[src/verilog/macphy_cfg_pkg.sv]
package macphy_cfg_pkg;

   localparam int ADDR_W = 8;
   localparam int DATA_W = 32;

   localparam logic [ADDR_W-1:0] CONFIG_FIRST_ADDR = 8'h04;
   localparam logic [ADDR_W-1:0] CONFIG_SECOND_ADDR = 8'h06;

   localparam int SYNC_BIT = 15;
   localparam int TS_EN_BIT = 7;
   localparam int TS_SIZE_BIT = 6;
   localparam int PROTECT_BIT = 5;
   localparam int SEQ_RETRY_BIT = 4;
   localparam int PAYLOAD_LSB = 0;
   localparam int PAYLOAD_W = 3;

   localparam int TX_RDY_EMPTY_BIT = 8;
   localparam int DELIM_SRC_BIT = 7;
   localparam int RESERVED2_LSB = 9;
   localparam int RESERVED2_W = 23;

   localparam logic [PAYLOAD_W-1:0] PAYLOAD_SEL_RESET = 3'h6;
   localparam logic [PAYLOAD_W-1:0] PAYLOAD_SEL_MIN = 3'h3;
   localparam logic [PAYLOAD_W-1:0] PAYLOAD_SEL_MAX = 3'h6;
   localparam int PAYLOAD_BYTES_W = 7;

   localparam logic [RESERVED2_W-1:0] CONFIG_SECOND_RSVD = 23'h000004;
   localparam logic [DATA_W-1:0] CONFIG_SECOND_RESET = 32'h00000800;

endpackage

[src/verilog/macphy_cfg_regs.sv]
`timescale 1ns/10ps
// Behaviour
// - size bit picks 32 or 64-bit timestamps
// - protection in chunk mode sends complements
// - protection in generic mode uses CRC8
// - protect bit read-only, latched from strap
// - retry disabled ignores header sequence bit
// - unchanged sequence bit means chunk rewrite
// - payload selector N gives 2^N bytes
// - payload size frozen once synced
// - report minimum payload in capability field
// - tx ready in generic mode only, on frame or FIFO empty
// - one bit picks PHY or MAC delimiter
// - second register offset, reset, reserved bits
// - zero PHY detection, one MAC detection
// - timestamp enable gates size selection
// - sync flag is write-one-to-set, reset clears
module macphy_cfg_regs
(
   input wire logic core_clk,
   input wire logic reset,
   input wire logic protect_strap,
   input wire logic protocol_generic,
   input wire logic reg_wr,
   input wire logic reg_rd,
   input wire logic [macphy_cfg_pkg::ADDR_W-1:0] reg_addr,
   input wire logic [macphy_cfg_pkg::DATA_W-1:0] reg_wdata,
   output logic [macphy_cfg_pkg::DATA_W-1:0] reg_rdata,
   output logic reg_rdata_valid,
   input wire logic frame_transmitted,
   input wire logic tx_fifo_empty,
   input wire logic chunk_hdr_valid,
   input wire logic chunk_header_seq_bit,
   output logic timestamp_enable,
   output logic timestamp_64bit,
   output logic delimiter_from_mac,
   output logic [macphy_cfg_pkg::PAYLOAD_BYTES_W-1:0] payload_bytes,
   output logic [macphy_cfg_pkg::PAYLOAD_W-1:0] min_payload_cap,
   output logic control_complement_en,
   output logic crc8_en,
   output logic tx_ready_event,
   output logic chunk_rewrite,
   output logic config_synced
);
   import macphy_cfg_pkg::*;

   typedef struct packed
   {
      logic strap_done;
      logic protect;
      logic sync;
      logic ts_en;
      logic ts_size;
      logic seq_retry;
      logic [PAYLOAD_W-1:0] payload_sel;
      logic tx_rdy_empty;
      logic delim_src;
      logic fifo_empty_d;
      logic [DATA_W-1:0] rdata;
      logic rdata_valid;
      logic ts_64;
      logic cmp_en;
      logic crc_en;
      logic tx_ready_ev;
      logic [PAYLOAD_BYTES_W-1:0] bytes;
   } cfg_state_t;

   cfg_state_t st_reg;
   cfg_state_t st_next;
   logic wr_first;
   logic wr_second;
   logic [PAYLOAD_W-1:0] wr_sel;
   logic [DATA_W-1:0] first_word;
   logic [DATA_W-1:0] second_word;

   assign wr_first = reg_wr && (reg_addr == CONFIG_FIRST_ADDR);
   assign wr_second = reg_wr && (reg_addr == CONFIG_SECOND_ADDR);
   assign wr_sel = reg_wdata[PAYLOAD_LSB +: PAYLOAD_W];

   always_comb
   begin
      first_word = '0;
      first_word[SYNC_BIT] = st_reg.sync;
      first_word[TS_EN_BIT] = st_reg.ts_en;
      first_word[TS_SIZE_BIT] = st_reg.ts_size;
      first_word[PROTECT_BIT] = st_reg.protect;
      first_word[SEQ_RETRY_BIT] = st_reg.seq_retry;
      first_word[PAYLOAD_LSB +: PAYLOAD_W] = st_reg.payload_sel;
      second_word = '0;
      second_word[RESERVED2_LSB +: RESERVED2_W] = CONFIG_SECOND_RSVD;
      second_word[TX_RDY_EMPTY_BIT] = st_reg.tx_rdy_empty;
      second_word[DELIM_SRC_BIT] = st_reg.delim_src;
   end

   always_comb
   begin
      st_next = st_reg;
      // Strap is sampled on the first edge after release, never by reset
      if (!st_reg.strap_done)
      begin
         st_next.strap_done = 1'b1;
         st_next.protect = protect_strap;
      end
      if (wr_first)
      begin
         // Sync is set-only; nothing but reset clears it
         if (reg_wdata[SYNC_BIT])
         begin
            st_next.sync = 1'b1;
         end
         st_next.ts_en = reg_wdata[TS_EN_BIT];
         st_next.ts_size = reg_wdata[TS_SIZE_BIT];
         st_next.seq_retry = reg_wdata[SEQ_RETRY_BIT];
         // Out-of-range codes are dropped rather than clamped
         if (!st_reg.sync && wr_sel >= PAYLOAD_SEL_MIN
             && wr_sel <= PAYLOAD_SEL_MAX)
         begin
            st_next.payload_sel = wr_sel;
         end
      end
      if (wr_second)
      begin
         st_next.tx_rdy_empty = reg_wdata[TX_RDY_EMPTY_BIT];
         st_next.delim_src = reg_wdata[DELIM_SRC_BIT];
      end
      st_next.rdata_valid = reg_rd;
      if (reg_rd)
      begin
         case (reg_addr)
            CONFIG_FIRST_ADDR: st_next.rdata = first_word;
            CONFIG_SECOND_ADDR: st_next.rdata = second_word;
            default: st_next.rdata = '0;
         endcase
      end
      st_next.fifo_empty_d = tx_fifo_empty;
      st_next.tx_ready_ev = protocol_generic && (st_reg.tx_rdy_empty
         ? (tx_fifo_empty && !st_reg.fifo_empty_d)
         : frame_transmitted);
      st_next.ts_64 = st_next.ts_en && st_next.ts_size;
      st_next.cmp_en = st_next.protect && !protocol_generic;
      st_next.crc_en = st_next.protect && protocol_generic;
      st_next.bytes = PAYLOAD_BYTES_W'(1) << st_next.payload_sel;
   end

   always_ff @(posedge core_clk or posedge reset)
   begin
      if (reset)
      begin
         st_reg <= '0;
         st_reg.payload_sel <= PAYLOAD_SEL_RESET;
         st_reg.bytes <= PAYLOAD_BYTES_W'(1) << PAYLOAD_SEL_RESET;
         st_reg.fifo_empty_d <= 1'b1;
      end
      else
      begin
         st_reg <= st_next;
      end
   end

   // Tracking only runs in chunk mode with retry enabled
   chunk_seq_tracker u_seq
   (
      .core_clk(core_clk),
      .reset(reset),
      .enable(st_reg.seq_retry && !protocol_generic),
      .hdr_valid(chunk_hdr_valid),
      .seq_bit(chunk_header_seq_bit),
      .rewrite(chunk_rewrite)
   );

   assign reg_rdata = st_reg.rdata;
   assign reg_rdata_valid = st_reg.rdata_valid;
   assign timestamp_enable = st_reg.ts_en;
   assign timestamp_64bit = st_reg.ts_64;
   assign delimiter_from_mac = st_reg.delim_src;
   assign payload_bytes = st_reg.bytes;
   assign min_payload_cap = PAYLOAD_SEL_MIN;
   assign control_complement_en = st_reg.cmp_en;
   assign crc8_en = st_reg.crc_en;
   assign tx_ready_event = st_reg.tx_ready_ev;
   assign config_synced = st_reg.sync;
endmodule

[src/verilog/chunk_seq_tracker.sv]
`timescale 1ns/10ps
module chunk_seq_tracker
(
   input wire logic core_clk,
   input wire logic reset,
   input wire logic enable,
   input wire logic hdr_valid,
   input wire logic seq_bit,
   output logic rewrite
);
   typedef struct packed
   {
      logic have_prev;
      logic prev_seq;
      logic rewrite;
   } seq_state_t;

   seq_state_t st_reg;
   seq_state_t st_next;

   always_comb
   begin
      st_next = st_reg;
      st_next.rewrite = 1'b0;
      if (!enable)
      begin
         // History is dropped so a re-enable never flags a stale match
         st_next.have_prev = 1'b0;
      end
      else if (hdr_valid)
      begin
         st_next.rewrite = st_reg.have_prev && (seq_bit == st_reg.prev_seq);
         st_next.have_prev = 1'b1;
         st_next.prev_seq = seq_bit;
      end
   end

   always_ff @(posedge core_clk or posedge reset)
   begin
      if (reset)
      begin
         st_reg <= '0;
      end
      else
      begin
         st_reg <= st_next;
      end
   end

   assign rewrite = st_reg.rewrite;
endmodule

[config.mk]
export PLATFORM = sky130hd
export DESIGN_NAME = macphy_cfg_regs
export DESIGN_NICKNAME = d
export VERILOG_FILES = /design/src/verilog/macphy_cfg_pkg.sv /design/src/verilog/macphy_cfg_regs.sv /design/src/verilog/chunk_seq_tracker.sv
export SDC_FILE = /design/constraint.sdc
export NUM_CORES = 1
export LEC_CHECK = 0
export CAP_MARGIN = 20
export CORE_ASPECT_RATIO = 2
export CORE_MARGIN = 4
export CORE_UTILIZATION = 60
export CTS_CLUSTER_DIAMETER = 120
export DETAILED_ROUTE_END_ITERATION = 6
export DONT_BUFFER_PORTS = 1
export GPL_TIMING_DRIVEN = 0
export HOLD_SLACK_MARGIN = 0.1
export PLACE_DENSITY = 0.8
export SLEW_MARGIN = 20
export SYNTH_ARGS = -nofsm -noshare
export SYNTH_HDL_FRONTEND = slang
export SYNTH_HIERARCHICAL = 1
export SYNTH_SLANG_ARGS = --single-unit
[constraint.sdc]
create_clock -name core_clk -period 1.8 [get_ports core_clk]
set_input_delay 0.18 -clock core_clk [delete_from_list [all_inputs] [get_ports core_clk]]
set_output_delay 0.18 -clock core_clk [all_outputs]
set_load 0.02 [all_outputs]
==> results.md, run 1 <==
- The flow ran to the end, and the final reports show no timing, DRC or antenna violations.
- ~100 I/O pins were placed.
- Global routing consumed, over all layers together, between 10% and 20% of the routing resources.
- For this block, the initial DRC count from the detailed router was 22.
- Setup repair after global routing left no endpoint under its margin.
- Dividing total power by cell area gives a power density of 784 nW/um^2.
- The smallest clock period supported by the final layout is computed as 1.71 ns.
- The half-perimeter wire length after placement is 3.08 mm.
- The pin count of the biggest net entering global routing is 35.
- The data arrival time of the worst path is ~1.9 ns.
- For this run, the share of the core covered by cells in the final layout is 73.9%.
- The insertion delay of the later-clocked pin in the worst-skew pair is 0.28 ns.
- At the worst endpoint, the required time is 2.00 ns.
- The largest fanout on the critical path is 6.
- The average instance in the mapped netlist occupies about 11 sq um.
- The detailed-route DRC error count is 0.
- TritonCTS built the clock tree.
- The full die area is 4300 sq um.
- The wire length of the first global-routing pass is 6.41 mm.
- Counting cells, the worst reg-to-reg path comes to 4.
- Across the routed clock network, the largest skew measured is 0.00529 ns.
- The relative slew slack is a little over half.
- The number of flip-flops under the largest register name is 10.
- For this run the aggregate overflow at the end of global routing stands at 0.
- At the pin with the least slew margin, the transition time is 0.690 ns.
- The leakage power is 1.21 nW.
- The launch point of the critical path is config_synced$_DFFE_PP0P_.
- The share of cells above drive strength 1 is 31.3%.
- The number of H-tree levels is 2.
- Buffers added to address setup during post-CTS repair amount to 0.
- Once routing completed, OpenROAD measured the worst setup slack at 0.0853 ns.
- The proportion of synthesized flip-flops having asynchronous set or reset is 100%.
- The source of the worst register-to-register timing path is config_synced$_DFFE_PP0P_.
- The critical path capture point type is a flop.
- The via count of the first global-routing pass is ~1.3k.
- The clock input transition at the sequential cells of the worst setup and hold paths is 0.07 ns.
- The first detailed-routing pass ran for 4 iterations.
- The clock tree root buffer cell is sky130_fd_sc_hd__clkbuf_8.
- The residual antenna-violating net count after detailed routing is 0.
- In this run the core area contains 29 standard-cell rows.
- Synthesis produced 179 cells.
- In this run the register-to-register setup slack is between 0.08 and 0.09 ns.
- The worst hold path class is in2reg.
- No sink is reached through more buffers than the 2 on the longest clock path.
- The layout overhead on the synthesized area is 19.2%.
- The tree built by TritonCTS fans out to 37 sinks.
- Setup violations remaining at the end of the flow were counted as 0.
- Counting flops with a built-in enable in the synthesized netlist gives 0.
- The filler cell count in the final layout is 217.
- The number of vias after detailed routing is 1348.
- In this run, CTS created clock tree buffers numbering 5.
- The overall die width is 48.4 um.
- The synthesized design contains 37 register bits.
- The worst hold slack is between 0.1 and 0.15 ns.
- Timing analysis after detailed placement gives a worst setup slack of roughly 0.094 ns.
- After the flow finishes, the layout carries non-filler instances totaling 255.
- After layout, the worst path uses 95.3% of the clock period.
- Following the worst setup path forward leads to its endpoint at payload_bytes[6]$_DFF_PP1_.
- The number of I/O port buffers is 0.
- The routed design has 4.14 mm of wire.
- Buffers inserted to repair hold after CTS numbered 13.
- For this run, the leading register cell type out of synthesis is sky130_fd_sc_hd__dfrtp_1.
- The mapped cell area is 1960 sq um.
- The number of antenna violations at the first check in global routing is 0.
- At the end of the flow, the number of nets in the layout was 273.
- The initial utilization of the core area, before any placement, comes to approximately 62%.
- The critical path is of the reg2reg type.
- The global placer's final weighted congestion is around 0.82.
- The total of warnings raised by yosys is 6.
- In the routed layout, each cell is associated on average with a via count of 5.29.
- The kind of launch point of the worst setup path is a flop.
- The number of hold violations in the final report is 0.
- The post-cts sizing count is 0.
- The peak clock frequency supported by timing is 583 MHz.
- Measured along the y axis, the die boundary spans around 90 um.
- The count of final max-slew check failures was 0.
- The region available for standard cell placement spans 3160 sq um.
- The total of max-cap violations is 0.
- Synthesis instantiated 39 different standard cells from the library.
- The antenna diode instance count is 0.
- The wire length per cell is 16.3 um.
- The worst-case IR drop observed on VDD is 0.491 mV.
- The reg-to-reg critical path endpoint is payload_bytes[6]$_DFF_PP1_.
- The final sum of negative setup slack is 0 ns.
- The number of placed instances, taps included, is roughly 230.
- The sequential-to-total area share from yosys stat is 47.5%.
[report_power, final]
part / internal [mW] / switching (mW)
registers: 0.856 / 0.0284
clock network: 0.451 / 0.276
logic: 0.0928 / 0.124
[critical path: stages (launching register included)]
cell and delay (ns):
sky130_fd_sc_hd__dfrtp_1 0.51, sky130_fd_sc_hd__nor3b_4 0.33, sky130_fd_sc_hd__nand4_1 0.27, sky130_fd_sc_hd__mux2_2 0.35, sky130_fd_sc_hd__a221oi_2 0.17
[metrics by stage]
step,power (mW),cell area [sq um]
after floorplan,1.06,2050
after global placement,1.08,2090
after detailed placement,1.08,2090
after CTS,1.84,2330
after global routing,1.90,2330
final,1.83,2330
[cells by family (layout without fill, tap and decap cells)]
logic type / Yosys count / count (layout) / share of synthesized area, %
flops: 37 / 37 / 47.5
other cells: 2 / 26 / 0.384
compound gates: 29 / 29 / 11.1
simple gates: 40 / 40 / 13.9
xor+xnor: 4 / 4 / 1.79
buf+inv: 57 / 78 / 19.6
mux: 10 / 10 / 5.75
[layer usage]
layer | up-vias | track usage, % | wire length (um)
met5 | - | 0 | 0
met4 | 0 | 8.31 | 105
met3 | 10 | 6.24 | 269
met2 | 59 | 38.1 | 2460
met1 | 654 | 17.5 | 1310
li1 | 625 | - | -
[synth_stat cells, drive strengths merged, types with 2 or more instances]
library cell	n	area share (%)
a211oi	2	0.77
dfrtp	33	42
a22o	9	4.0
mux2	7	4.2
and2	2	0.64
nand3	4	1.0
o21ai	4	1.0
conb	2	0.38
a21oi	4	1.0
inv	9	1.7
buf	45	17
nor2b	3	0.96
nand3b	3	1.8
nand4	3	0.96
dfstp	4	5.4
nor2	11	2.1
nor3b	6	3.7
xor2	4	1.8
mux2i	3	1.5
nand2	5	0.96
o31ai	2	0.77
clkbuf	2	0.38
o21a	2	0.77
[how the worst min path moves through the flow]
stage | start | to | slack [ns] | cells after the start
6_report | reg_wr | timestamp_64bit$_DFF_PP0_ | 0.12 | 2
5_1_grt | reg_wr | timestamp_64bit$_DFF_PP0_ | 0.13 | 2
2_1_floorplan | reset | u_seq/rewrite$_DFF_PP0_ | -0.07 | 1
4_1_cts | reg_wr | timestamp_64bit$_DFF_PP0_ | 0.11 | 2
3_5_place_dp | reset | u_seq/rewrite$_DFF_PP0_ | -0.06 | 1
3_3_place_gp | reset | u_seq/st_reg[2]$_DFFE_PP0P_ | -0.06 | 1
[layout by cell type, fill, tap and decap left out, drive strengths merged]
cell,Yosys,layout
o22a,1,1
inv,9,9
nand3b,3,3
xor2,4,4
o21a,2,2
a31oi,1,1
a22o,9,9
dfrtp,33,33
o31ai,2,2
mux2i,3,3
nor2b,3,3
a221oi,1,1
a21oi,4,4
o21bai,1,1
nor3b,6,6
nor4,1,1
buf,45,45
a211oi,2,2
mux2,7,7
nand3,4,4
and2,2,2
conb,2,26
clkbuf,2,9
clkinv,1,1
nor2,11,11
nand2,5,5
and3,1,1
dfstp,4,4
a32oi,1,1
bufinv,0,1
nand4,3,3
dlygate4sd3,0,13
nand2b,1,1
o21ai,4,4
o22ai,1,1
[cell type report]
type	instances	area, sq um	area share (%)
sequential	37	931	39.9
multi-input combinational	109	734	31.5
buffer	47	345	14.8
timing repair buffer	13	130	5.58
clock buffer	7	86.3	3.70
tap	31	38.8	1.66
inverter	10	37.5	1.61
clock inverter	1	30.0	1.29
Power figures use the tool's default switching activity.
==> inputs of run 2 (changes only) <==
- CORE_UTILIZATION: 60 -> 35
- PLACE_DENSITY: 0.8 -> 0.53
==> results.md, run 2 (synthesis results as in run 1) <==
- The flow ran to the end, and the final reports show no timing, DRC or antenna violations.
- For the worst-skew pair, the clock arrives at the later sink with an insertion delay of slightly below 0.3 ns.
- The count of final max-slew check failures is 0.
- The number of antenna violations at the first check in global routing is 0.
- The floorplan has 38 rows.
- The core area is 5420 sq um.
- The TritonCTS clock tree is yes.
- The layout overhead on the synthesized area is 22.8%.
- The H-tree was split into 2 levels.
- The floorplan die height is 114 um.
- In this run the worst hold path is classified as in2reg.
- The wire length on met2 is between 2 and 2.5 mm.
- At the end of routability-driven placement, the weighted congestion stood at around 0.76.
- On the worst path, the slowest cell contributes a delay of ~0.49 ns.
- The tool flagged a number of max-cap violations equal to 0.
- The full die area is 6930 sq um.
- STA classifies the critical path endpoint as a flop.
- The number of vias after detailed routing is 1291.
- The most critical setup path has its startpoint at config_synced$_DFFE_PP0P_.
- The half-perimeter wire length after placement is 2.94 mm.
- The total setup violations reported at the end of the flow is 0.
- The part of the cycle the worst path needs is 93.7%.
- After detailed routing, the met3 layer carries 284 um of wire.
- The total placed cells including tap cells is 263.
- The pin count of the biggest net entering global routing is 35.
- IR analysis of the VDD net gives a maximum drop of roughly 0.47 mV.
- The slowest cell on the critical path is sky130_fd_sc_hd__dfrtp_2.
- The storage element area is 932 sq um.
- After clock tree synthesis, the clock-pin slew on the worst setup and hold paths is 0.08 ns.
- The vias per cell is 4.48.
- Signal routing reaches up to met4.
- The reg-to-reg critical path endpoint is payload_bytes[6]$_DFF_PP1_.
- The number of I/O port buffers is 0.
- The count of cell instances traversed by the critical path is 4.
- The repair_antennas step left the layout with diodes totalling 0.
- Setup repair after global routing left no endpoint under its margin.
- The pre-antenna-repair detailed-routing pass consisted of 5 iterations.
- Measured in cells, the most critical reg-to-reg path has a length of 4.
- The number of buffer and inverter stages on the critical path is 0.
- The peak clock frequency supported by timing is 593 MHz.
- The source of the worst hold timing path is reg_wr.
- The clock passes through at most 2 buffers.
- The end point of the critical path is payload_bytes[6]$_DFF_PP1_.
- The final net count is 277.
- The number of hold violations in the final report is 0.
- The clock tree root buffer cell is sky130_fd_sc_hd__clkbuf_8.
- The kind of launch point of the worst setup path is a flop.
- After the flow finishes, the layout carries non-filler instances totaling 288.
- The total grt overflow is 0.
- The time the worst path needs with I/O delays and setup is 1.69 ns.
- The total power of the final layout is 1.82 mW.
- After filler insertion, the fill cell instance count of the layout stands at 554.
- The startpoint identified for the worst register-to-register timing path is config_synced$_DFFE_PP0P_.
- The detailed-route DRC error count is 0.
- The detailed-routing wirelength on met1 is between 1 and 1.5 mm.
- The count of nets left with antenna violations once routing finished came out at 0.
- The number of sinks driven by the clock tree is 37.
- The number of I/O pins is 101.
- Data arrives at the worst endpoint at approximately 1.9 ns.
- The number of buffers created by CTS is 5.
- The transition time at the pin with the least slew margin is 0.696 ns.
- The wire length of the first global-routing pass is 6.10 mm.
- The power density over cell area is between 700 and 800 nW/um^2.
- The register with the most flip-flops in the layout has 10 of them.
- The share of cells above drive strength 1 is 32.5%.
- The setup check on the worst reg-to-reg path leaves a slack of 0.11 ns.
- At the worst endpoint, the required time is 2.00 ns.
- The leakage power is 1.22 nW.
- The largest fanout on the critical path is 6.
- The overall die width is ~60 um.
- Grouping stages by cell kind, the critical path spends the most delay in simple AND/OR/NAND/NOR gates.
- The top cell types in the final layout, fill and taps aside, are 45 x sky130_fd_sc_hd__buf_4, 32 x sky130_fd_sc_hd__dfrtp_1, 26 x sky130_fd_sc_hd__conb_1.
- The setup path with the least slack is of type reg2reg.
- The multi-input gate area in the final layout is 734 sq um.
- The final sum of negative setup slack is 0 ns.
- Traced cell by cell, the critical path runs through nor3b_4, nand4_1, mux2_2, a221oi_2.
- The global-route usage over all layers is 12.0%.
- The commonest non-fill, non-tap cell in the layout is sky130_fd_sc_hd__buf_4.
- For this block, the initial DRC count from the detailed router was 13.
- The initial cell density of the core is 36.1%.
- Summed over all layers, the routed wires come to 3.85 mm.
- The wire length per cell is 13.4 um.
- The worst hold slack is about 0.10 ns.
- The via count of the first global-routing pass is 1266.
- Across the routed clock network, the largest skew measured is around 0.011 ns.
- The worst pin sits at a relative slew slack of a little over half.
run 2: what timing repair did:
item	4_1_cts	5_1_grt
endpoints found under the setup margin	0	2
hold buffers	16	0
buffers inserted	0	2
endpoints found under the hold margin	51	0
resized for setup	0	1
run 2: per-layer routing:
layer	up-vias	track usage, %
met1	605	12.7
met4	0	5.64
met3	2	3.51
li1	633	-
met5	-	0
met2	51	20.9
run 2: through the flow:
stage	cell area (sq um)	util, %	setup WS (ns)
6_report	2400	44.4	0.113
3_3_place_gp	2120	39.2	0.0692
3_5_place_dp	2120	39.2	0.0550
2_1_floorplan	2050	-	0.282
4_1_cts	2400	44.3	0.0245
5_1_grt	2400	44.4	0.00909
run 2: cell type report:
| type | instances | share of cell area [%] |
|---|---|---|
| flip-flops and latches | 37 | 38.8 |
| inverters | 10 | 1.56 |
| well taps | 60 | 3.12 |
| plain buffers | 47 | 14.4 |
| clock inverters | 3 | 1.93 |
| clock buffers | 5 | 2.86 |
| multi-input cells | 109 | 30.5 |
| repair buffers | 17 | 6.87 |
run 2: report_power, final:
group | leakage [nW] | switching [mW] | internal, mW | total (mW)
sequential | 0.484 | 0.0273 | 0.856 | 0.883
clock | 0.0543 | 0.308 | 0.415 | 0.722
combinational | 0.685 | 0.122 | 0.0976 | 0.219
run 2: worst min-delay path by stage:
stage / endpoint / slack [ns] / depth (start not counted)
after global placement: u_seq/rewrite$_DFF_PP0_ / -0.06 / 1
after detailed placement: u_seq/st_reg[1]$_DFFE_PP0P_ / -0.05 / 1
after CTS: tx_ready_event$_DFF_PP0_ / 0.15 / 3
after global routing: timestamp_64bit$_DFF_PP0_ / 0.13 / 2
after floorplan: u_seq/rewrite$_DFF_PP0_ / -0.07 / 1
final: timestamp_64bit$_DFF_PP0_ / 0.10 / 2
